===== config.mk =====
export PLATFORM = sky130hd
export DESIGN_NAME = sbt_transceiver
export DESIGN_NICKNAME = d
export VERILOG_FILES = /design/src/sbt_pkg.sv /design/src/sbt_dir_if.sv /design/src/sbt_dir_path.sv /design/src/sbt_transceiver.sv
export SDC_FILE = /design/constraint.sdc
export NUM_CORES = 1
export LEC_CHECK = 0
export BUFFER_PORTS_ARGS = -buffer_cell sky130_fd_sc_hd__buf_2
export CORE_MARGIN = 1.5
export CORE_UTILIZATION = 45
export DETAILED_ROUTE_END_ITERATION = 10
export HOLD_SLACK_MARGIN = 0.06
export SYNTH_ARGS = -nofsm -noshare
export SYNTH_HDL_FRONTEND = slang
export SYNTH_SLANG_ARGS = --single-unit

===== constraint.sdc =====
create_clock -name core_clk_in -period 5.1 [get_ports core_clk_in]
set_clock_uncertainty 0.05 [all_clocks]
set_input_delay 1.02 -clock core_clk_in [delete_from_list [all_inputs] [get_ports core_clk_in]]
set_output_delay 1.02 -clock core_clk_in [all_outputs]
set_load 0.01 [all_outputs]

===== src/sbt_pkg.sv =====
// Purpose: Shared constants, types and helpers for the scan bus transceiver
// Assumes: All pins sampled on core_clk_in, test clock included
// Notes: Opcodes other than the reset opcode are arbitrary picks
`default_nettype none
package sbt_pkg;
	localparam int SBT_HALF_W = 9;
	localparam int SBT_HALVES = 2;
	localparam int SBT_BUS_W = 18;
	localparam int SBT_BSR_W = 48;
	localparam int SBT_DATA_W = 36;
	localparam int SBT_IR_W = 8;
	localparam int SBT_BCR_W = 3;
	localparam int SBT_ID_W = 32;
	localparam int SBT_BSR_OE_LSB = 44;
	localparam int SBT_BSR_A_LSB = 18;
	localparam int SBT_BSR_B_LSB = 0;
	localparam int SBT_LFSR_TAP = 11;
	localparam int SBT_TLR_TMS_CYCLES = 5;
	localparam logic [2:0] SBT_TMS_CNT_MAX = 3'h5;
	localparam logic [7:0] SBT_IR_RESET = 8'h81;
	localparam logic [7:0] SBT_OP_IDCODE = 8'h81;
	localparam logic [7:0] SBT_OP_EXTEST = 8'h00;
	localparam logic [7:0] SBT_OP_SAMPLE = 8'h82;
	localparam logic [7:0] SBT_OP_RUNT = 8'h09;
	localparam logic [7:0] SBT_OP_BCR = 8'h8E;
	localparam logic [2:0] SBT_BCR_RESET = 3'h2;
	localparam logic [2:0] SBT_BCR_PSA = 3'h2;
	localparam logic [2:0] SBT_BCR_OUTPUT_PSEUDO_RANDOM_GEN = 3'h1;
	localparam logic [3:0] SBT_OE_CELLS_RESET = 4'hF;
	// Arbitrary identification value
	localparam logic [31:0] SBT_IDCODE = 32'h0000_0001;

	typedef enum logic [3:0] {
		SBT_TLR, SBT_RTI, SBT_SEL_DR, SBT_CAP_DR, SBT_SH_DR, SBT_EX1_DR, SBT_PAU_DR, SBT_EX2_DR,
		SBT_UPD_DR, SBT_SEL_IR, SBT_CAP_IR, SBT_SH_IR, SBT_EX1_IR, SBT_PAU_IR, SBT_EX2_IR, SBT_UPD_IR
	} sbt_tap_e;

	function automatic sbt_tap_e sbt_tap_next(input sbt_tap_e s, input logic tms);
		sbt_tap_e n;
		unique case (s)
			SBT_TLR: n = tms ? SBT_TLR : SBT_RTI;
			SBT_RTI: n = tms ? SBT_SEL_DR : SBT_RTI;
			SBT_SEL_DR: n = tms ? SBT_SEL_IR : SBT_CAP_DR;
			SBT_CAP_DR: n = tms ? SBT_EX1_DR : SBT_SH_DR;
			SBT_SH_DR: n = tms ? SBT_EX1_DR : SBT_SH_DR;
			SBT_EX1_DR: n = tms ? SBT_UPD_DR : SBT_PAU_DR;
			SBT_PAU_DR: n = tms ? SBT_EX2_DR : SBT_PAU_DR;
			SBT_EX2_DR: n = tms ? SBT_UPD_DR : SBT_SH_DR;
			SBT_UPD_DR: n = tms ? SBT_SEL_DR : SBT_RTI;
			SBT_SEL_IR: n = tms ? SBT_TLR : SBT_CAP_IR;
			SBT_CAP_IR: n = tms ? SBT_EX1_IR : SBT_SH_IR;
			SBT_SH_IR: n = tms ? SBT_EX1_IR : SBT_SH_IR;
			SBT_EX1_IR: n = tms ? SBT_UPD_IR : SBT_PAU_IR;
			SBT_PAU_IR: n = tms ? SBT_EX2_IR : SBT_PAU_IR;
			SBT_EX2_IR: n = tms ? SBT_UPD_IR : SBT_SH_IR;
			SBT_UPD_IR: n = tms ? SBT_SEL_DR : SBT_RTI;
		endcase
		return n;
	endfunction

	// One step of the signature (shift cells) / pattern (update cells) shift register
	function automatic logic [35:0] sbt_lfsr(input logic [35:0] s, input logic [35:0] d);
		logic fb;
		fb = s[0] ^ s[SBT_LFSR_TAP];
		return {fb, s[35:1]} ^ d;
	endfunction

	function automatic logic sbt_is_bsr(input logic [7:0] op);
		return (op == SBT_OP_EXTEST) || (op == SBT_OP_SAMPLE) || (op == SBT_OP_RUNT);
	endfunction

	function automatic logic sbt_is_test(input logic [7:0] op);
		return (op == SBT_OP_EXTEST) || (op == SBT_OP_RUNT);
	endfunction
endpackage
`default_nettype wire


===== src/sbt_dir_if.sv =====
// Purpose: Controls and results of one 9-bit transfer direction
// Assumes: Driven by the transceiver top
// Notes: Output enables are active low
`timescale 1ns/100ps
`default_nettype none
interface sbt_dir_if;
	logic le;
	logic store_clk;
	logic oe_n;
	logic test_mode;
	logic test_oe_n;
	logic [sbt_pkg::SBT_HALF_W-1:0] din;
	logic [sbt_pkg::SBT_HALF_W-1:0] test_dout;
	logic [sbt_pkg::SBT_HALF_W-1:0] dout;
	logic dout_oe_n;
	modport ctl(output le, store_clk, oe_n, test_mode, test_oe_n, din, test_dout, input dout, dout_oe_n);
	modport path(input le, store_clk, oe_n, test_mode, test_oe_n, din, test_dout, output dout, dout_oe_n);
endinterface // sbt_dir_if
`default_nettype wire


===== src/sbt_dir_path.sv =====
// Purpose: One direction of one half: latch, edge store and output drive
// Assumes: Store clock is a sampled level on core_clk_in
// Notes: Outputs lag the inputs by one core clock
`timescale 1ns/100ps
`default_nettype none
module sbt_dir_path
(
	input wire logic core_clk_in,
	input wire logic reset_in,
	sbt_dir_if.path dir
);
	logic clk_prev_reg;
	logic clk_prev_next;
	logic [sbt_pkg::SBT_HALF_W-1:0] store_reg;
	logic [sbt_pkg::SBT_HALF_W-1:0] store_next;
	logic [sbt_pkg::SBT_HALF_W-1:0] dout_reg;
	logic [sbt_pkg::SBT_HALF_W-1:0] dout_next;
	logic oe_n_reg;
	logic oe_n_next;
	logic rise;

	always_comb
	begin
		rise = dir.store_clk & ~clk_prev_reg;
		clk_prev_next = dir.store_clk;
		store_next = store_reg;
		// Storage frozen in test mode; normal value resumes at once after
		if (!dir.test_mode && (dir.le || rise))
			store_next = dir.din;
		if (dir.test_mode)
		begin
			dout_next = dir.test_dout;
			oe_n_next = dir.test_oe_n;
		end
		else
		begin
			dout_next = store_next;
			oe_n_next = dir.oe_n;
		end
	end

	always_ff @(posedge core_clk_in)
	begin
		if (reset_in)
		begin
			// Follow the pin so a high store clock at release is no edge
			clk_prev_reg <= dir.store_clk;
			store_reg <= '0;
			dout_reg <= '0;
			oe_n_reg <= 1'b1;
		end
		else
		begin
			clk_prev_reg <= clk_prev_next;
			store_reg <= store_next;
			dout_reg <= dout_next;
			oe_n_reg <= oe_n_next;
		end
	end

	assign dir.dout = dout_reg;
	assign dir.dout_oe_n = oe_n_reg;

	property p_transparent;
		@(posedge core_clk_in) disable iff (reset_in)
		!dir.test_mode && dir.le |=> dir.dout == $past(dir.din);
	endproperty
	a_transparent: assert property (p_transparent) else $error("transparent path lost");

	property p_hold;
		@(posedge core_clk_in) disable iff (reset_in)
		(!dir.test_mode && !dir.le && !rise) [*2] |=> $stable(dir.dout);
	endproperty
	a_hold: assert property (p_hold) else $error("held data changed");

	property p_edge_store;
		@(posedge core_clk_in) disable iff (reset_in)
		!dir.test_mode && !dir.le && $rose(dir.store_clk) |=> dir.dout == $past(dir.din);
	endproperty
	a_edge_store: assert property (p_edge_store) else $error("edge store missed");

	property p_drive;
		@(posedge core_clk_in) disable iff (reset_in)
		!dir.test_mode && !dir.oe_n |=> !dir.dout_oe_n;
	endproperty
	a_drive: assert property (p_drive) else $error("output not driven");

	property p_float;
		@(posedge core_clk_in) disable iff (reset_in)
		!dir.test_mode && dir.oe_n |=> dir.dout_oe_n;
	endproperty
	a_float: assert property (p_float) else $error("output not released");

	property p_test_override;
		@(posedge core_clk_in) disable iff (reset_in)
		dir.test_mode |=> dir.dout == $past(dir.test_dout) && dir.dout_oe_n == $past(dir.test_oe_n);
	endproperty
	a_test_override: assert property (p_test_override) else $error("test drive ignored");

	c_edge_store: cover property (@(posedge core_clk_in) disable iff (reset_in)
		!dir.test_mode && !dir.le && rise);
endmodule // sbt_dir_path
`default_nettype wire


===== src/sbt_transceiver.sv =====
// Purpose: 18-bit two-way bus transceiver with boundary-scan test access
// Assumes: Test clock and all pins are synchronous levels on core_clk_in
// Notes: Test clock edges are found by sampling, so it must run well below 125 MHz
`timescale 1ns/100ps
`default_nettype none
module sbt_transceiver
(
	input wire logic core_clk_in,
	input wire logic reset_in,
	input wire logic [sbt_pkg::SBT_BUS_W-1:0] a_in,
	input wire logic [sbt_pkg::SBT_BUS_W-1:0] b_in,
	input wire logic [sbt_pkg::SBT_HALVES-1:0] a_to_b_output_enable_n_in,
	input wire logic [sbt_pkg::SBT_HALVES-1:0] b_to_a_output_enable_n_in,
	input wire logic [sbt_pkg::SBT_HALVES-1:0] a_to_b_latch_enable_in,
	input wire logic [sbt_pkg::SBT_HALVES-1:0] b_to_a_latch_enable_in,
	input wire logic [sbt_pkg::SBT_HALVES-1:0] a_to_b_store_clock_in,
	input wire logic [sbt_pkg::SBT_HALVES-1:0] b_to_a_store_clock_in,
	input wire logic tck_in,
	input wire logic tms_in,
	input wire logic tdi_in,
	output logic [sbt_pkg::SBT_BUS_W-1:0] a_out,
	output logic [sbt_pkg::SBT_HALVES-1:0] a_oe_n_out,
	output logic [sbt_pkg::SBT_BUS_W-1:0] b_out,
	output logic [sbt_pkg::SBT_HALVES-1:0] b_oe_n_out,
	output logic tdo_out,
	output logic tdo_oe_n_out
);
	sbt_pkg::sbt_tap_e state_reg;
	sbt_pkg::sbt_tap_e state_next;
	logic tck_prev_reg;
	logic tck_prev_next;
	logic [sbt_pkg::SBT_IR_W-1:0] ir_reg;
	logic [sbt_pkg::SBT_IR_W-1:0] ir_next;
	logic [sbt_pkg::SBT_IR_W-1:0] ir_sh_reg;
	logic [sbt_pkg::SBT_IR_W-1:0] ir_sh_next;
	logic [sbt_pkg::SBT_BSR_W-1:0] dr_sh_reg;
	logic [sbt_pkg::SBT_BSR_W-1:0] dr_sh_next;
	logic [sbt_pkg::SBT_BSR_W-1:0] upd_reg;
	logic [sbt_pkg::SBT_BSR_W-1:0] upd_next;
	logic [sbt_pkg::SBT_BCR_W-1:0] bcr_reg;
	logic [sbt_pkg::SBT_BCR_W-1:0] bcr_next;
	logic tdo_reg;
	logic tdo_next;
	logic tdo_oe_n_reg;
	logic tdo_oe_n_next;
	logic test_mode_reg;
	logic test_mode_next;
	logic tck_rise;
	logic tck_fall;
	logic [sbt_pkg::SBT_BSR_W-1:0] pins;
	logic [2:0] tms_cnt_reg;
	logic [2:0] tms_cnt_next;

	// Boundary snapshot: enable cells on top, then controls, A, B
	assign pins = {b_to_a_output_enable_n_in[1], a_to_b_output_enable_n_in[1],
		b_to_a_output_enable_n_in[0], a_to_b_output_enable_n_in[0],
		b_to_a_store_clock_in, a_to_b_store_clock_in,
		b_to_a_latch_enable_in, a_to_b_latch_enable_in, a_in, b_in};

	always_comb
	begin
		tck_rise = tck_in & ~tck_prev_reg;
		tck_fall = ~tck_in & tck_prev_reg;
		tck_prev_next = tck_in;
		state_next = state_reg;
		ir_next = ir_reg;
		ir_sh_next = ir_sh_reg;
		dr_sh_next = dr_sh_reg;
		upd_next = upd_reg;
		bcr_next = bcr_reg;
		tdo_next = tdo_reg;
		tdo_oe_n_next = tdo_oe_n_reg;
		if (tck_rise)
		begin
			state_next = sbt_pkg::sbt_tap_next(state_reg, tms_in);
			if (state_reg == sbt_pkg::SBT_CAP_IR)
				ir_sh_next = sbt_pkg::SBT_IR_RESET;
			if (state_reg == sbt_pkg::SBT_SH_IR)
				ir_sh_next = {tdi_in, ir_sh_reg[sbt_pkg::SBT_IR_W-1:1]};
			if (state_reg == sbt_pkg::SBT_CAP_DR)
			begin
				dr_sh_next = '0;
				if (sbt_pkg::sbt_is_bsr(ir_reg))
					dr_sh_next = pins;
				else if (ir_reg == sbt_pkg::SBT_OP_IDCODE)
					dr_sh_next[sbt_pkg::SBT_ID_W-1:0] = sbt_pkg::SBT_IDCODE;
				else if (ir_reg == sbt_pkg::SBT_OP_BCR)
					dr_sh_next[sbt_pkg::SBT_BCR_W-1:0] = bcr_reg;
			end
			if (state_reg == sbt_pkg::SBT_SH_DR)
			begin
				if (sbt_pkg::sbt_is_bsr(ir_reg))
					dr_sh_next = {tdi_in, dr_sh_reg[sbt_pkg::SBT_BSR_W-1:1]};
				else if (ir_reg == sbt_pkg::SBT_OP_IDCODE)
					dr_sh_next[sbt_pkg::SBT_ID_W-1:0] = {tdi_in, dr_sh_reg[sbt_pkg::SBT_ID_W-1:1]};
				else if (ir_reg == sbt_pkg::SBT_OP_BCR)
					dr_sh_next[sbt_pkg::SBT_BCR_W-1:0] = {tdi_in, dr_sh_reg[sbt_pkg::SBT_BCR_W-1:1]};
				else
					dr_sh_next[0] = tdi_in;
			end
			// Signature compression of the sampled data pins
			if (state_reg == sbt_pkg::SBT_RTI && ir_reg == sbt_pkg::SBT_OP_RUNT
				&& bcr_reg == sbt_pkg::SBT_BCR_PSA)
				dr_sh_next[sbt_pkg::SBT_DATA_W-1:0] = sbt_pkg::sbt_lfsr(
					dr_sh_reg[sbt_pkg::SBT_DATA_W-1:0], pins[sbt_pkg::SBT_DATA_W-1:0]);
		end
		if (tck_fall)
		begin
			// Test outputs only move on the falling edge
			tdo_oe_n_next = !(state_reg == sbt_pkg::SBT_SH_DR || state_reg == sbt_pkg::SBT_SH_IR);
			tdo_next = (state_reg == sbt_pkg::SBT_SH_IR) ? ir_sh_reg[0] : dr_sh_reg[0];
			if (state_reg == sbt_pkg::SBT_UPD_IR)
				ir_next = ir_sh_reg;
			if (state_reg == sbt_pkg::SBT_UPD_DR && sbt_pkg::sbt_is_bsr(ir_reg))
				upd_next = dr_sh_reg;
			if (state_reg == sbt_pkg::SBT_UPD_DR && ir_reg == sbt_pkg::SBT_OP_BCR)
				bcr_next = dr_sh_reg[sbt_pkg::SBT_BCR_W-1:0];
			if (state_reg == sbt_pkg::SBT_RTI && ir_reg == sbt_pkg::SBT_OP_RUNT
				&& bcr_reg == sbt_pkg::SBT_BCR_OUTPUT_PSEUDO_RANDOM_GEN)
				upd_next[sbt_pkg::SBT_DATA_W-1:0] = sbt_pkg::sbt_lfsr(
					upd_reg[sbt_pkg::SBT_DATA_W-1:0], '0);
		end
		// Test-logic reset drops test mode and makes the enable cells benign
		if (state_reg == sbt_pkg::SBT_TLR)
		begin
			ir_next = sbt_pkg::SBT_IR_RESET;
			bcr_next = sbt_pkg::SBT_BCR_RESET;
			upd_next[sbt_pkg::SBT_BSR_W-1:sbt_pkg::SBT_BSR_OE_LSB] = sbt_pkg::SBT_OE_CELLS_RESET;
			dr_sh_next[sbt_pkg::SBT_BSR_W-1:sbt_pkg::SBT_BSR_OE_LSB] = sbt_pkg::SBT_OE_CELLS_RESET;
		end
		test_mode_next = sbt_pkg::sbt_is_test(ir_next);
	end

	always_ff @(posedge core_clk_in)
	begin
		if (reset_in)
		begin
			state_reg <= sbt_pkg::SBT_TLR;
			// Follow the pin so a test clock idling high gives no false rise
			tck_prev_reg <= tck_in;
			ir_reg <= sbt_pkg::SBT_IR_RESET;
			ir_sh_reg <= sbt_pkg::SBT_IR_RESET;
			dr_sh_reg <= '0;
			upd_reg <= {sbt_pkg::SBT_OE_CELLS_RESET, {(sbt_pkg::SBT_BSR_OE_LSB){1'b0}}};
			bcr_reg <= sbt_pkg::SBT_BCR_RESET;
			tdo_reg <= 1'b0;
			tdo_oe_n_reg <= 1'b1;
			test_mode_reg <= 1'b0;
		end
		else
		begin
			state_reg <= state_next;
			tck_prev_reg <= tck_prev_next;
			ir_reg <= ir_next;
			ir_sh_reg <= ir_sh_next;
			dr_sh_reg <= dr_sh_next;
			upd_reg <= upd_next;
			bcr_reg <= bcr_next;
			tdo_reg <= tdo_next;
			tdo_oe_n_reg <= tdo_oe_n_next;
			test_mode_reg <= test_mode_next;
		end
	end

	assign tdo_out = tdo_reg;
	assign tdo_oe_n_out = tdo_oe_n_reg;

	// Four independent paths: two halves, two directions
	for (genvar h = 0; h < sbt_pkg::SBT_HALVES; h++)
	begin : g_half
		sbt_dir_if ab_if();
		sbt_dir_if ba_if();

		assign ab_if.le = a_to_b_latch_enable_in[h];
		assign ab_if.store_clk = a_to_b_store_clock_in[h];
		assign ab_if.oe_n = a_to_b_output_enable_n_in[h];
		assign ab_if.din = a_in[h*sbt_pkg::SBT_HALF_W +: sbt_pkg::SBT_HALF_W];
		assign ab_if.test_mode = test_mode_reg;
		assign ab_if.test_dout = upd_reg[sbt_pkg::SBT_BSR_B_LSB + h*sbt_pkg::SBT_HALF_W +: sbt_pkg::SBT_HALF_W];
		assign ab_if.test_oe_n = upd_reg[sbt_pkg::SBT_BSR_OE_LSB + 2*h];
		assign b_out[h*sbt_pkg::SBT_HALF_W +: sbt_pkg::SBT_HALF_W] = ab_if.dout;
		assign b_oe_n_out[h] = ab_if.dout_oe_n;

		// Mirror direction with its own controls
		assign ba_if.le = b_to_a_latch_enable_in[h];
		assign ba_if.store_clk = b_to_a_store_clock_in[h];
		assign ba_if.oe_n = b_to_a_output_enable_n_in[h];
		assign ba_if.din = b_in[h*sbt_pkg::SBT_HALF_W +: sbt_pkg::SBT_HALF_W];
		assign ba_if.test_mode = test_mode_reg;
		assign ba_if.test_dout = upd_reg[sbt_pkg::SBT_BSR_A_LSB + h*sbt_pkg::SBT_HALF_W +: sbt_pkg::SBT_HALF_W];
		assign ba_if.test_oe_n = upd_reg[sbt_pkg::SBT_BSR_OE_LSB + 2*h + 1];
		assign a_out[h*sbt_pkg::SBT_HALF_W +: sbt_pkg::SBT_HALF_W] = ba_if.dout;
		assign a_oe_n_out[h] = ba_if.dout_oe_n;

		sbt_dir_path u_ab
		(
			.core_clk_in(core_clk_in),
			.reset_in(reset_in),
			.dir(ab_if.path)
		);

		sbt_dir_path u_ba
		(
			.core_clk_in(core_clk_in),
			.reset_in(reset_in),
			.dir(ba_if.path)
		);
	end

	// Checking aid: test clock rises seen with TMS high in a row
	always_comb
	begin
		tms_cnt_next = tms_cnt_reg;
		if (tck_rise && !tms_in)
			tms_cnt_next = 3'h0;
		else if (tck_rise && tms_cnt_reg != sbt_pkg::SBT_TMS_CNT_MAX)
			tms_cnt_next = tms_cnt_reg + 3'h1;
	end

	always_ff @(posedge core_clk_in)
	begin
		if (reset_in)
			tms_cnt_reg <= 3'h0;
		else
			tms_cnt_reg <= tms_cnt_next;
	end

	property p_tlr_reach;
		@(posedge core_clk_in) disable iff (reset_in)
		tms_cnt_reg == sbt_pkg::SBT_TMS_CNT_MAX |-> state_reg == sbt_pkg::SBT_TLR;
	endproperty
	a_tlr_reach: assert property (p_tlr_reach) else $error("no test reset after five TMS highs");

	property p_oe_cells;
		@(posedge core_clk_in) disable iff (reset_in)
		state_reg == sbt_pkg::SBT_TLR |=>
			upd_reg[sbt_pkg::SBT_BSR_W-1:sbt_pkg::SBT_BSR_OE_LSB] == sbt_pkg::SBT_OE_CELLS_RESET && !test_mode_reg;
	endproperty
	a_oe_cells: assert property (p_oe_cells) else $error("enable cells not reset");

	property p_tdo_on_fall;
		@(posedge core_clk_in) disable iff (reset_in)
		$changed(tdo_out) || $changed(tdo_oe_n_out) |-> $past(tck_fall);
	endproperty
	a_tdo_on_fall: assert property (p_tdo_on_fall) else $error("TDO moved off a falling edge");

	property p_ir_shift;
		@(posedge core_clk_in) disable iff (reset_in)
		tck_rise && state_reg == sbt_pkg::SBT_SH_IR |=> ir_sh_reg[sbt_pkg::SBT_IR_W-1] == $past(tdi_in);
	endproperty
	a_ir_shift: assert property (p_ir_shift) else $error("TDI not shifted in");

	property p_normal_flow;
		@(posedge core_clk_in) disable iff (reset_in)
		!test_mode_reg && a_to_b_latch_enable_in[0] |=>
			b_out[sbt_pkg::SBT_HALF_W-1:0] == $past(a_in[sbt_pkg::SBT_HALF_W-1:0]);
	endproperty
	a_normal_flow: assert property (p_normal_flow) else $error("normal flow disturbed");

	property p_resume;
		@(posedge core_clk_in) disable iff (reset_in)
		$fell(test_mode_reg) && b_to_a_latch_enable_in[1] |=>
			a_out[sbt_pkg::SBT_BUS_W-1:sbt_pkg::SBT_HALF_W] == $past(b_in[sbt_pkg::SBT_BUS_W-1:sbt_pkg::SBT_HALF_W]);
	endproperty
	a_resume: assert property (p_resume) else $error("no transparent resume");

	property p_ir_capture;
		@(posedge core_clk_in) disable iff (reset_in)
		tck_rise && state_reg == sbt_pkg::SBT_CAP_IR |=> ir_sh_reg == sbt_pkg::SBT_IR_RESET;
	endproperty
	a_ir_capture: assert property (p_ir_capture) else $error("status value not captured");

	property p_tdo_enable;
		@(posedge core_clk_in) disable iff (reset_in)
		tck_fall && (state_reg == sbt_pkg::SBT_SH_IR || state_reg == sbt_pkg::SBT_SH_DR) |=> !tdo_oe_n_out;
	endproperty
	a_tdo_enable: assert property (p_tdo_enable) else $error("TDO not enabled while shifting");

	property p_sample_capture;
		@(posedge core_clk_in) disable iff (reset_in)
		tck_rise && state_reg == sbt_pkg::SBT_CAP_DR && sbt_pkg::sbt_is_bsr(ir_reg) |=> dr_sh_reg == $past(pins);
	endproperty
	a_sample_capture: assert property (p_sample_capture) else $error("pin snapshot missed");

	property p_update_dr;
		@(posedge core_clk_in) disable iff (reset_in)
		tck_fall && state_reg == sbt_pkg::SBT_UPD_DR && sbt_pkg::sbt_is_bsr(ir_reg) |=> upd_reg == $past(dr_sh_reg);
	endproperty
	a_update_dr: assert property (p_update_dr) else $error("boundary cells not updated");

	c_shift_dr: cover property (@(posedge core_clk_in) disable iff (reset_in)
		tck_rise && state_reg == sbt_pkg::SBT_SH_DR);
	c_test_mode: cover property (@(posedge core_clk_in) disable iff (reset_in) $rose(test_mode_reg));
	c_psa: cover property (@(posedge core_clk_in) disable iff (reset_in)
		tck_rise && state_reg == sbt_pkg::SBT_RTI && ir_reg == sbt_pkg::SBT_OP_RUNT);
endmodule // sbt_transceiver
`default_nettype wire


== Yosys cells after proc, flatten, opt, wreduce, memory -nomap -nowiden ==
Cells that the tools add are included.

* Output and inout port bits: 42
* Register bits after elaboration: 195
* Input bits: 53
* Word-level logic and storage cells: 149

* Muxes and demuxes: 48
* Bitwise gates (word level): 15
* Reductions and logical operators: 35
* Equality and inequality tests: 22

{| class="wikitable"
|+ Operators with widths
! kind !! number
|-
| 48-bit 2-to-1 mux || 3
|-
| 36-bit 2-to-1 mux || 3
|-
| 9-bit 2-to-1 mux || 8
|-
| 32-bit 2-to-1 mux || 2
|-
| 4-bit one-hot mux with 12 select lines || 1
|-
| 8-bit 2-to-1 mux || 5
|-
| 36-bit bitwise XOR || 1
|-
| 4-bit == test (second input constant) || 8
|-
| 16-bit 2-to-1 mux || 2
|-
| 29-bit 2-to-1 mux || 1
|-
| 8-bit == test (second input constant) || 3
|-
| 4-bit 2-to-1 mux || 5
|-
| 4-bit by 3-bit == test with 1-bit output (second input constant) || 4
|-
| 8-bit by 4-bit == test with 1-bit output (second input constant) || 2
|-
| 8-bit logical NOT || 2
|-
| 3-bit 2-to-1 mux || 5
|-
| 2-bit AND reduction || 5
|-
| 1-bit logical AND || 9
|-
| 1-bit 2-to-1 mux || 9
|-
| 4-bit by 2-bit == test with 1-bit output (second input constant) || 2
|-
| 1-bit logical OR || 8
|-
| 2-bit 2-to-1 mux || 4
|-
| 1-bit bitwise AND || 6
|-
| 1-bit NOT || 6
|-
| other kinds (10) || 16
|}

== Logic depth before layout (Yosys ltp) ==
Gate-level depths: netlist of the first run.

* Depth after elaboration: 12
* Depth in mapped cells: 8
* Depth with buffers taken out: 5

== By module ==
From an unflattened synthesis of the first run, not the netlist that was laid out.

* Cell total of the unflattened synthesis: 1229
* Area, all modules: 11700.0 um^2

{| class="wikitable"
|+ Modules (own cells, without submodules)
! module !! seq. area each (um^2) !! cells each !! instances !! area an instance (um^2)
|-
| sbt_transceiver || 2302.2 || 837 || 1 || 6895.4
|-
| sbt_dir_path || 400.4 || 98 || 4 || 1201.2
|}

== Least setup slack after synthesis of the first run ==
Ideal clock, no wire load.

* Path type: input-to-reg
* Start point: input tck_in
* End point: register upd_reg[10] (netlist name)
* Data required time: 4.913 ns
* Arrival time: 2.104 ns
* Path slack: 2.808 ns
* Cell stages on the path: 5
* Setup time: 0.137 ns
* Buffers on the path: 1
* Cells stage by stage: nor2b_1 > nand3_1 > o32ai_4 > clkbuf_1 > a211oi_1

* Cells in the longest elaborated chain, start to end: 3

{| class="wikitable"
|+ Ends and longest elaborated chain
! what !! line !! text
|-
| from (decl) || sbt_transceiver.sv:18 || <nowiki>input wire logic tck_in,</nowiki>
|-
| 1-bit NOT || sbt_transceiver.sv:63 || <nowiki>tck_fall = ~tck_in & tck_prev_reg;</nowiki>
|-
| 1-bit bitwise AND || sbt_transceiver.sv:63 ||
|-
| 2-bit AND reduction (no line) || n/a ||
|-
| to (signal assigned) || sbt_transceiver.sv:144 || <nowiki>upd_reg <= {sbt_pkg::SBT_OE_CELLS_RESET, {(sbt_pkg::SBT_BSR_OE_LSB){1'b0}}};</nowiki>
|-
| to (signal assigned) || sbt_transceiver.sv:157 || <nowiki>upd_reg <= upd_next;</nowiki>
|-
| to (decl) || sbt_transceiver.sv:38 || <nowiki>logic [sbt_pkg::SBT_BSR_W-1:0] upd_reg;</nowiki>
|}

Every way passes these cells.
A chain may end at the register's enable or synchronous reset.

== Final worst setup path of the first run ==
* Start point: register ir_reg[2] (netlist name)
* End point: register upd_reg[4] (netlist name)

* Cells in the longest elaborated chain, start to end: 6
* Elaborated cells between the ends (all ways): 11
* Those cells by class: eq/ne (2); mux (1); reduce/logical (8)

{| class="wikitable"
|+ Ends and longest elaborated chain
! what !! line !! text
|-
| from (decl) || sbt_transceiver.sv:32 || <nowiki>logic [sbt_pkg::SBT_IR_W-1:0] ir_reg;</nowiki>
|-
| from (signal assigned) || sbt_transceiver.sv:141 || <nowiki>ir_reg <= sbt_pkg::SBT_IR_RESET;</nowiki>
|-
| from (signal assigned) || sbt_transceiver.sv:154 || <nowiki>ir_reg <= ir_next;</nowiki>
|-
| 8-bit == test or 8-bit logical NOT (tied branches) || sbt_pkg.sv:69 || <nowiki>return (op == SBT_OP_EXTEST) || (op == SBT_OP_SAMPLE) || (op == SBT_OP_RUNT);</nowiki>
|-
| 1-bit logical OR (2 in series) || sbt_pkg.sv:69 ||
|-
| 1-bit logical AND || sbt_transceiver.sv:114 || <nowiki>if (state_reg == sbt_pkg::SBT_UPD_DR && sbt_pkg::sbt_is_bsr(ir_reg))</nowiki>
|-
| 2-bit nonzero test (no line) || n/a ||
|-
| 2-bit AND reduction (no line) || n/a ||
|}

Parallel ways exist; a longest one is shown, timed or not.

==> results of run 1 <==
worst max-delay path: cells and delay by family (launching register included):
kind	cells	cell delay, ns
AND/OR/NAND/NOR	3	0.89
buffers and inverters	2	0.85
AO/OA/AOI/OAI	2	1.17
flip-flops	1	0.43
Yosys cell counts (2+ instances only):
cell type	instances	area [um2]
buf_1	3	11.26
o31ai_1	2	15.01
a2111oi_0	2	17.52
a22oi_1	9	67.56
a311o_1	4	40.04
mux2i_1	45	450.4
o21a_1	41	307.8
a21o_1	31	232.7
nand2b_1	13	81.33
o211ai_1	19	142.6
a211oi_1	35	262.8
nor2b_1	10	62.56
a211oi_2	6	75.07
inv_1	44	165.2
o21ai_0	58	290.3
and2_1	2	12.51
o221ai_1	3	26.28
a21oi_1	62	310.3
nand3_1	8	40.04
a221oi_1	5	43.79
nor4_4	2	42.54
a211o_1	4	35.03
dfxtp_1	195	3904
xnor2_1	7	61.31
xor2_1	5	43.79
a21boi_0	2	15.01
a31oi_1	60	375.4
o21bai_1	4	30.03
o22ai_1	32	200.2
nor3_1	46	230.2
nor2_1	173	649.4
buf_4	9	67.56
o311a_1	3	30.03
buf_2	17	85.08
clkbuf_1	84	315.3
nand4_1	3	18.77
nor3b_1	4	30.03
and4bb_2	3	37.54
nand2_1	137	514.2
cell type report:
class	count	area (um2)	share of cell area, %
timing repair buffer	110	596.8	5.567
multi-input combinational	864	5087	47.45
clock inverter	12	166.4	1.552
sequential	195	3905	36.42
clock buffer	20	456.7	4.260
inverter	44	165.2	1.540
tap	275	344.1	3.209
stage by stage:
step | cell area, um2 | power, mW
3_5_place_dp | 10100 | 1.968
2_1_floorplan | 9618 | 1.854
6_report | 10720 | 3.381
4_1_cts | 10720 | 3.397
3_3_place_gp | 10100 | 1.967
5_1_grt | 10720 | 3.494
worst paths after layout:
check                             startpoint                    endpoint  slack, ns  cells past startpoint
setup / recovery        ir_reg[2]$_SDFF_PP0_     upd_reg[4]$_SDFFE_PP0P_       1.60                      7
hold reg to reg   dr_sh_reg[40]$_SDFFE_PP0P_  dr_sh_reg[40]$_SDFFE_PP0P_       0.43                      2
setup reg to reg        ir_reg[2]$_SDFF_PP0_     upd_reg[4]$_SDFFE_PP0P_       1.60                      7
hold / removal    dr_sh_reg[40]$_SDFFE_PP0P_  dr_sh_reg[40]$_SDFFE_PP0P_       0.43                      2
cells in the final DEF (no fill, tap or decap), drive strengths merged, types with 5 or more instances in the layout:
master | netlist | routed
nand2b | 13 | 13
a21oi | 62 | 62
nand2 | 137 | 137
o22ai | 32 | 32
a221oi | 5 | 5
a211oi | 41 | 41
a31oi | 60 | 60
xnor2 | 7 | 7
nor2 | 173 | 173
nand3 | 8 | 8
dfxtp | 195 | 195
xor2 | 5 | 5
a22oi | 9 | 9
o211ai | 19 | 19
mux2i | 45 | 45
o21ai | 58 | 58
a21o | 31 | 31
nor2b | 10 | 10
clkbuf | 84 | 20
inv | 44 | 49
o21a | 41 | 41
buf | 29 | 110
nor3 | 46 | 46
where the power goes:
| part | leakage [nW] | switching (mW) | internal (mW) |
|---|---|---|---|
| logic | 1.97 | 0.198 | 0.129 |
| clock network | 0.299 | 0.636 | 0.809 |
| registers | 1.60 | 0.0260 | 1.58 |
per-layer routing:
metal / global-route usage, % / vias up / share of wire, %
met1: 36.42 / 4316 / 47
met3: 3.884 / 38 / 6.2
met4: 9.505 / 0 / 1.9
met5: 0 / - / 0
met2: 39.70 / 307 / 45
li1: - / 4334 / -
cells by family (layout without fill, tap and decap cells):
logic type | count (synthesis) | in the layout | synth area share, %
AO/OA/AOI/OAI | 392 | 392 | 27.71
XOR/XNOR | 12 | 12 | 1.093
buffers and inverters | 157 | 186 | 6.700
flip-flops | 195 | 195 | 40.59
multiplexers | 46 | 46 | 4.800
AND/OR/NAND/NOR | 414 | 414 | 19.11
==> results by group, run 1 <==
Die
  – Die area: 0.02226 mm2
  – Die Wd: 149.2 um
  – I/O Pins: 95
  – Initial core utilization: 45.75%
  – Row Count: 53
  – Die H: 149.2 um
  – Core ar.: 0.02102 mm2

Run status
  – Status: completed

Drt
  – Drt first pass iters: 6
  – WL per Instance: 18.85 um
  – Number of routed nets with antenna violations: 0
  – Via count: 8995
  – Initial DRC Count: 763
  – Residual DRC: 0
  – Final WL: 28.66 mm
  – Via density: 5.918

STA
  – RSZ-0062 raised after global routing: false
  – Setup TNS Final: 0 ns
  – Max-Slew Margin vs Limit: 24.47%
  – Max Clk Rate: 285.6 MHz
  – Hold slack final: 0.4274 ns
  – Final worst setup slack: 1.599 ns
  – Final setup vio count: 0
  – Tmin final: 3.501 ns
  – Worst slew pin tran: 1.133 ns
  – Final worst-path cycle share: 68.65%
  – Fin. Hold Viols: 0
  – Slew Viols, Final: 0

Place
  – GPL Wtd Cong: 0.8192
  – DP Worst Slack: 1.590 ns
  – DP HPWL: 18.60 mm
  – Placed instance count: 1488
  – Input/output buffers: 94

Global routing
  – Vias in the first global route: 8106
  – Pin count of the biggest net entering global routing: 113
  – Initial antenna violation count: 0
  – Grt ovf: 0
  – First-pass GRT wire length: 44.89 mm
  – GRT Overall Usage: 25.80%

CTS
  – H-tree depth: 4
  – Worst-path clk slew: 0.08 ns
  – Post-CTS sizing: 0
  – CTS sink cnt: 195
  – Postcts setup bufs: 0
  – Max Root-Sink Buffers: 2
  – Worst skew pair latency: 0.45 ns
  – Total CTS buffers: 17
  – Root Driver: clkbuf_16
  – CTS tree: yes
  – Hold-fix buffers, CTS: 0

Synthesis
  – Synth Warn #: 0
  – Register bit count reported by yosys: 195
  – Main flop type after synthesis: dfxtp_1
  – Syn Inst Count: 1216
  – Netlist cell types: 63
  – Post-synth EDFFs: 0
  – Sequential-to-total area share from yosys stat: 40.59%
  – Cell Area, Synth: 0.009618 mm2
  – Async set-reset flop share out of synthesis: 0%
  – Mapped Nets: 1269
  – Syn Area/Cell: 7.910 um2

Worst setup path
  – Largest stage delay on the critical path: 0.91 ns
  – WS Path Type: reg -> reg
  – Worst path cell trace: nor4_4, nand4_2, buf_4, o32ai_4, buf_4, nor2_1, a211oi_1
  – CP Launch Type: flop
  – Worst setup EP type: flop
  – Worst Path Required: 5.39 ns
  – Max Fanout on Critical Path: 44
  – Critical Path AT: 3.79 ns
  – CP max-delay cell: o32ai_4
  – CP most frequent cell: buf_4

Power
  – Max VDD drop: 0.0002121 V
  – Leak: 3.868 nW
  – Pwr Density: 315.3 mW/mm2

Final layout
  – Nets@finish: 1285
  – Share of post-route cells with drive strength above 1: 13.41%
  – Fill cells: 2068
  – Final cell count without fillers: 1520
  – Synth-to-layout area growth: 11.47%
  – Largest register FFs: 48
  – # diodes: 0
  – Final core utilization: 51.00%

Job
  – Max_cap viols: 0

Min path
  – Tightest Hold Check Type: reg -> reg
Power figures use the tool's default switching activity.
==> inputs of run 2 (changes only) <==
==> constraint.sdc (replaced) <==
create_clock -name core_clk_in -period 3.3 [get_ports core_clk_in]
set_clock_uncertainty 0.05 [all_clocks]
set_input_delay 0.66 -clock core_clk_in [delete_from_list [all_inputs] [get_ports core_clk_in]]
set_output_delay 0.66 -clock core_clk_in [all_outputs]
set_load 0.01 [all_outputs]
==> run 2 against run 1 <==
Compared with the run above: first-iteration DRC count rose by 2.8%; highest routed layer unchanged; final area rose by 0.40%; non-clock buffer count is 8 higher; clock power is 44% higher; setup slack worse by 0.98 ns; sequential power is 55% higher; wire length down 1.5%; count of clock-buffer cells in the layout shrank 3; critical path type unchanged; fmax is 31% higher; critical path depth decreased by 1; combinational power grew 55%; critical endpoint is now dr_sh_reg[27]$_SDFFE_PP0P_; core utilization is 0.20 points higher.
==> results by group, run 2 (synthesis results as in run 1) <==
STA
  – Max-Slew Margin vs Limit: 32.42% (was 24.47%)
  – Final worst-path cycle share: 81.10% (was 68.65%)
  – Max Clk Rate: 373.6 MHz (was 285.6 MHz)
  – Tmin final: 2.676 ns (was 3.501 ns)
  – Final setup vio count: 0 (unchanged)
  – Fin. Hold Viols: 0 (unchanged)
  – Setup TNS Final: 0 ns (unchanged)
  – RSZ-0062 raised after global routing: false (unchanged)
  – Hold slack final: 0.2917 ns (was 0.4274 ns)
  – Worst slew pin tran: 1.011 ns (was 1.133 ns)
  – Final worst setup slack: 0.6237 ns (was 1.599 ns)
  – Slew Viols, Final: 0 (unchanged)

Worst setup path
  – CP max-delay cell: dfxtp_1 (was o32ai_4)
  – Buf/Inv on CP: 1 (was 2)
  – CP Launch Type: flop (unchanged)
  – Critical Path AT: 2.99 ns (was 3.79 ns)
  – Largest delay share family, worst path: simple AND/OR/NAND/NOR gates (was compound AO/OA/AOI/OAI gates)
  – Worst path cell trace: nor4b_2, nand2_1, nor3_2, buf_4, o21ai_0, a31oi_1 (was nor4_4, nand4_2, buf_4, o32ai_4, buf_4, nor2_1, a211oi_1)
  – Largest stage delay on the critical path: 0.74 ns (was 0.91 ns)
  – WS Path Type: reg -> reg (unchanged)
  – Max Fanout on Critical Path: 30 (was 44)
  – Worst setup EP type: flop (unchanged)
  – Worst Path Required: 3.62 ns (was 5.39 ns)

Place
  – GPL Wtd Cong: 0.8058 (was 0.8192)
  – DP Worst Slack: 0.6905 ns (was 1.590 ns)
  – DP HPWL: 18.37 mm (was 18.60 mm)
  – Input/output buffers: 94 (unchanged)

Final layout
  – Commonest cells after routing, fill and taps aside: dfxtp_1 (194), nor2_1 (171), nand2_1 (137) (unchanged)
  – Nets@finish: 1293 (was 1285)
  – Synth-to-layout area growth: 11.92% (was 11.47%)
  – Commonest non-fill, non-tap cell in the layout: dfxtp_1 (unchanged)
  – # diodes: 0 (unchanged)
  – Share of post-route cells with drive strength above 1: 13.97% (was 13.41%)
  – Largest register FFs: 48 (unchanged)

Global routing
  – GRT Overall Usage: 25.91% (was 25.80%)
  – First-pass GRT wire length: 45.31 mm (was 44.89 mm)
  – Grt ovf: 0 (unchanged)
  – Vias in the first global route: 8241 (was 8106)
  – Pin count of the biggest net entering global routing: 87 (was 113)
  – Initial antenna violation count: 0 (unchanged)

Die
  – I/O Pins: 95 (unchanged)
  – Die area: 0.02226 mm2 (unchanged)
  – Row Count: 53 (unchanged)
  – Initial core utilization: 45.75% (unchanged)
  – Die H: 149.2 um (unchanged)
  – Die Wd: 149.2 um (unchanged)
  – Core ar.: 0.02102 mm2 (unchanged)

CTS
  – Root Driver: clkbuf_16 (unchanged)
  – Worst-path clk slew: 0.08 ns (about the same)
  – Hold-fix buffers, CTS: 0 (unchanged)
  – Postcts setup bufs: 0 (unchanged)
  – Worst skew pair latency: 0.44 ns (was 0.45 ns)
  – CTS sink cnt: 195 (unchanged)
  – CTS tree: yes (unchanged)
  – Total CTS buffers: 17 (unchanged)
  – Post-CTS sizing: 0 (unchanged)
  – H-tree depth: 4 (unchanged)
  – Max Root-Sink Buffers: 2 (unchanged)

Job
  – Max_cap viols: 0 (unchanged)

Power
  – Power, Total: 5.069 mW (was 3.381 mW)
  – Leak: 3.888 nW (was 3.868 nW)
  – Pwr Density: 470.9 mW/mm2 (was 315.3 mW/mm2)
  – Max VDD drop: 0.0003253 V (was 0.0002121 V)

Drt
  – Residual DRC: 0 (unchanged)
  – Number of routed nets with antenna violations: 0 (unchanged)
  – WL per Instance: 18.48 um (was 18.85 um)
  – Drt first pass iters: 6 (unchanged)
  – Met1 WL: 13.05 mm (was 13.36 mm)
  – DR top layer: met4 (unchanged)
  – Via density: 5.868 (was 5.918)
  – Final WL: 28.23 mm (was 28.66 mm)
  – Via count: 8966 (was 8995)
  – Met2 WL: 12.62 mm (was 12.96 mm)
  – Met3 wire len: 1.980 mm (was 1.786 mm)
  – Initial DRC Count: 784 (was 763)

Run status
  – Status: completed (unchanged)

Min path
  – Tightest Hold Check Type: in -> reg (was reg -> reg)
## run 2: routing by layer
layer,global-route usage [%],vias to the layer above
li1,-,4345
met1,36.44,4243
met2,39.88,338
met3,5.015,40
met4,8.119,0
met5,0,-
## run 2: cell type report
cell class                      instances  area (um2)
Clock inverter                         15       145.1
Multi-Input combinational cell        864        5085
Inverter                               44       165.2
Timing Repair Buffer                  118       694.4
Clock buffer                           17       425.4
Fill cell                            2035       10260
Tap cell                              275       344.1
Sequential cell                       195        3905
## run 2: final timing paths
check                            startpoint                                       to  slack [ns]  depth (start not counted)
setup / recovery  state_reg[2]$_SDFFE_PP0P_               dr_sh_reg[27]$_SDFFE_PP0P_        0.62                          6
hold / removal     b_to_a_store_clock_in[1]      g_half[1].u_ba.clk_prev_reg$_DFF_P_        0.29                          1
setup reg to reg  state_reg[2]$_SDFFE_PP0P_               dr_sh_reg[27]$_SDFFE_PP0P_        0.62                          6
hold reg to reg    upd_reg[47]$_SDFFE_PP1P_  g_half[1].u_ba.dir.dout_oe_n$_SDFF_PP1_        0.42                          1
## run 2: where the power goes
group          internal [mW]  total (mW)  switching, mW
clock network           1.06        2.07           1.01
logic                  0.203       0.507          0.303
registers               2.45        2.49         0.0431
## run 2: stage by stage
step | util, % | cell area, um2 | instances
after detailed placement | 48.49 | 10190 | 1496
final | 51.21 | 10760 | 1528
after global placement | 48.49 | 10190 | 1496
after floorplan | - | 9618 | 1216
after global routing | 51.21 | 10760 | 1528
after CTS | 51.21 | 10760 | 1528
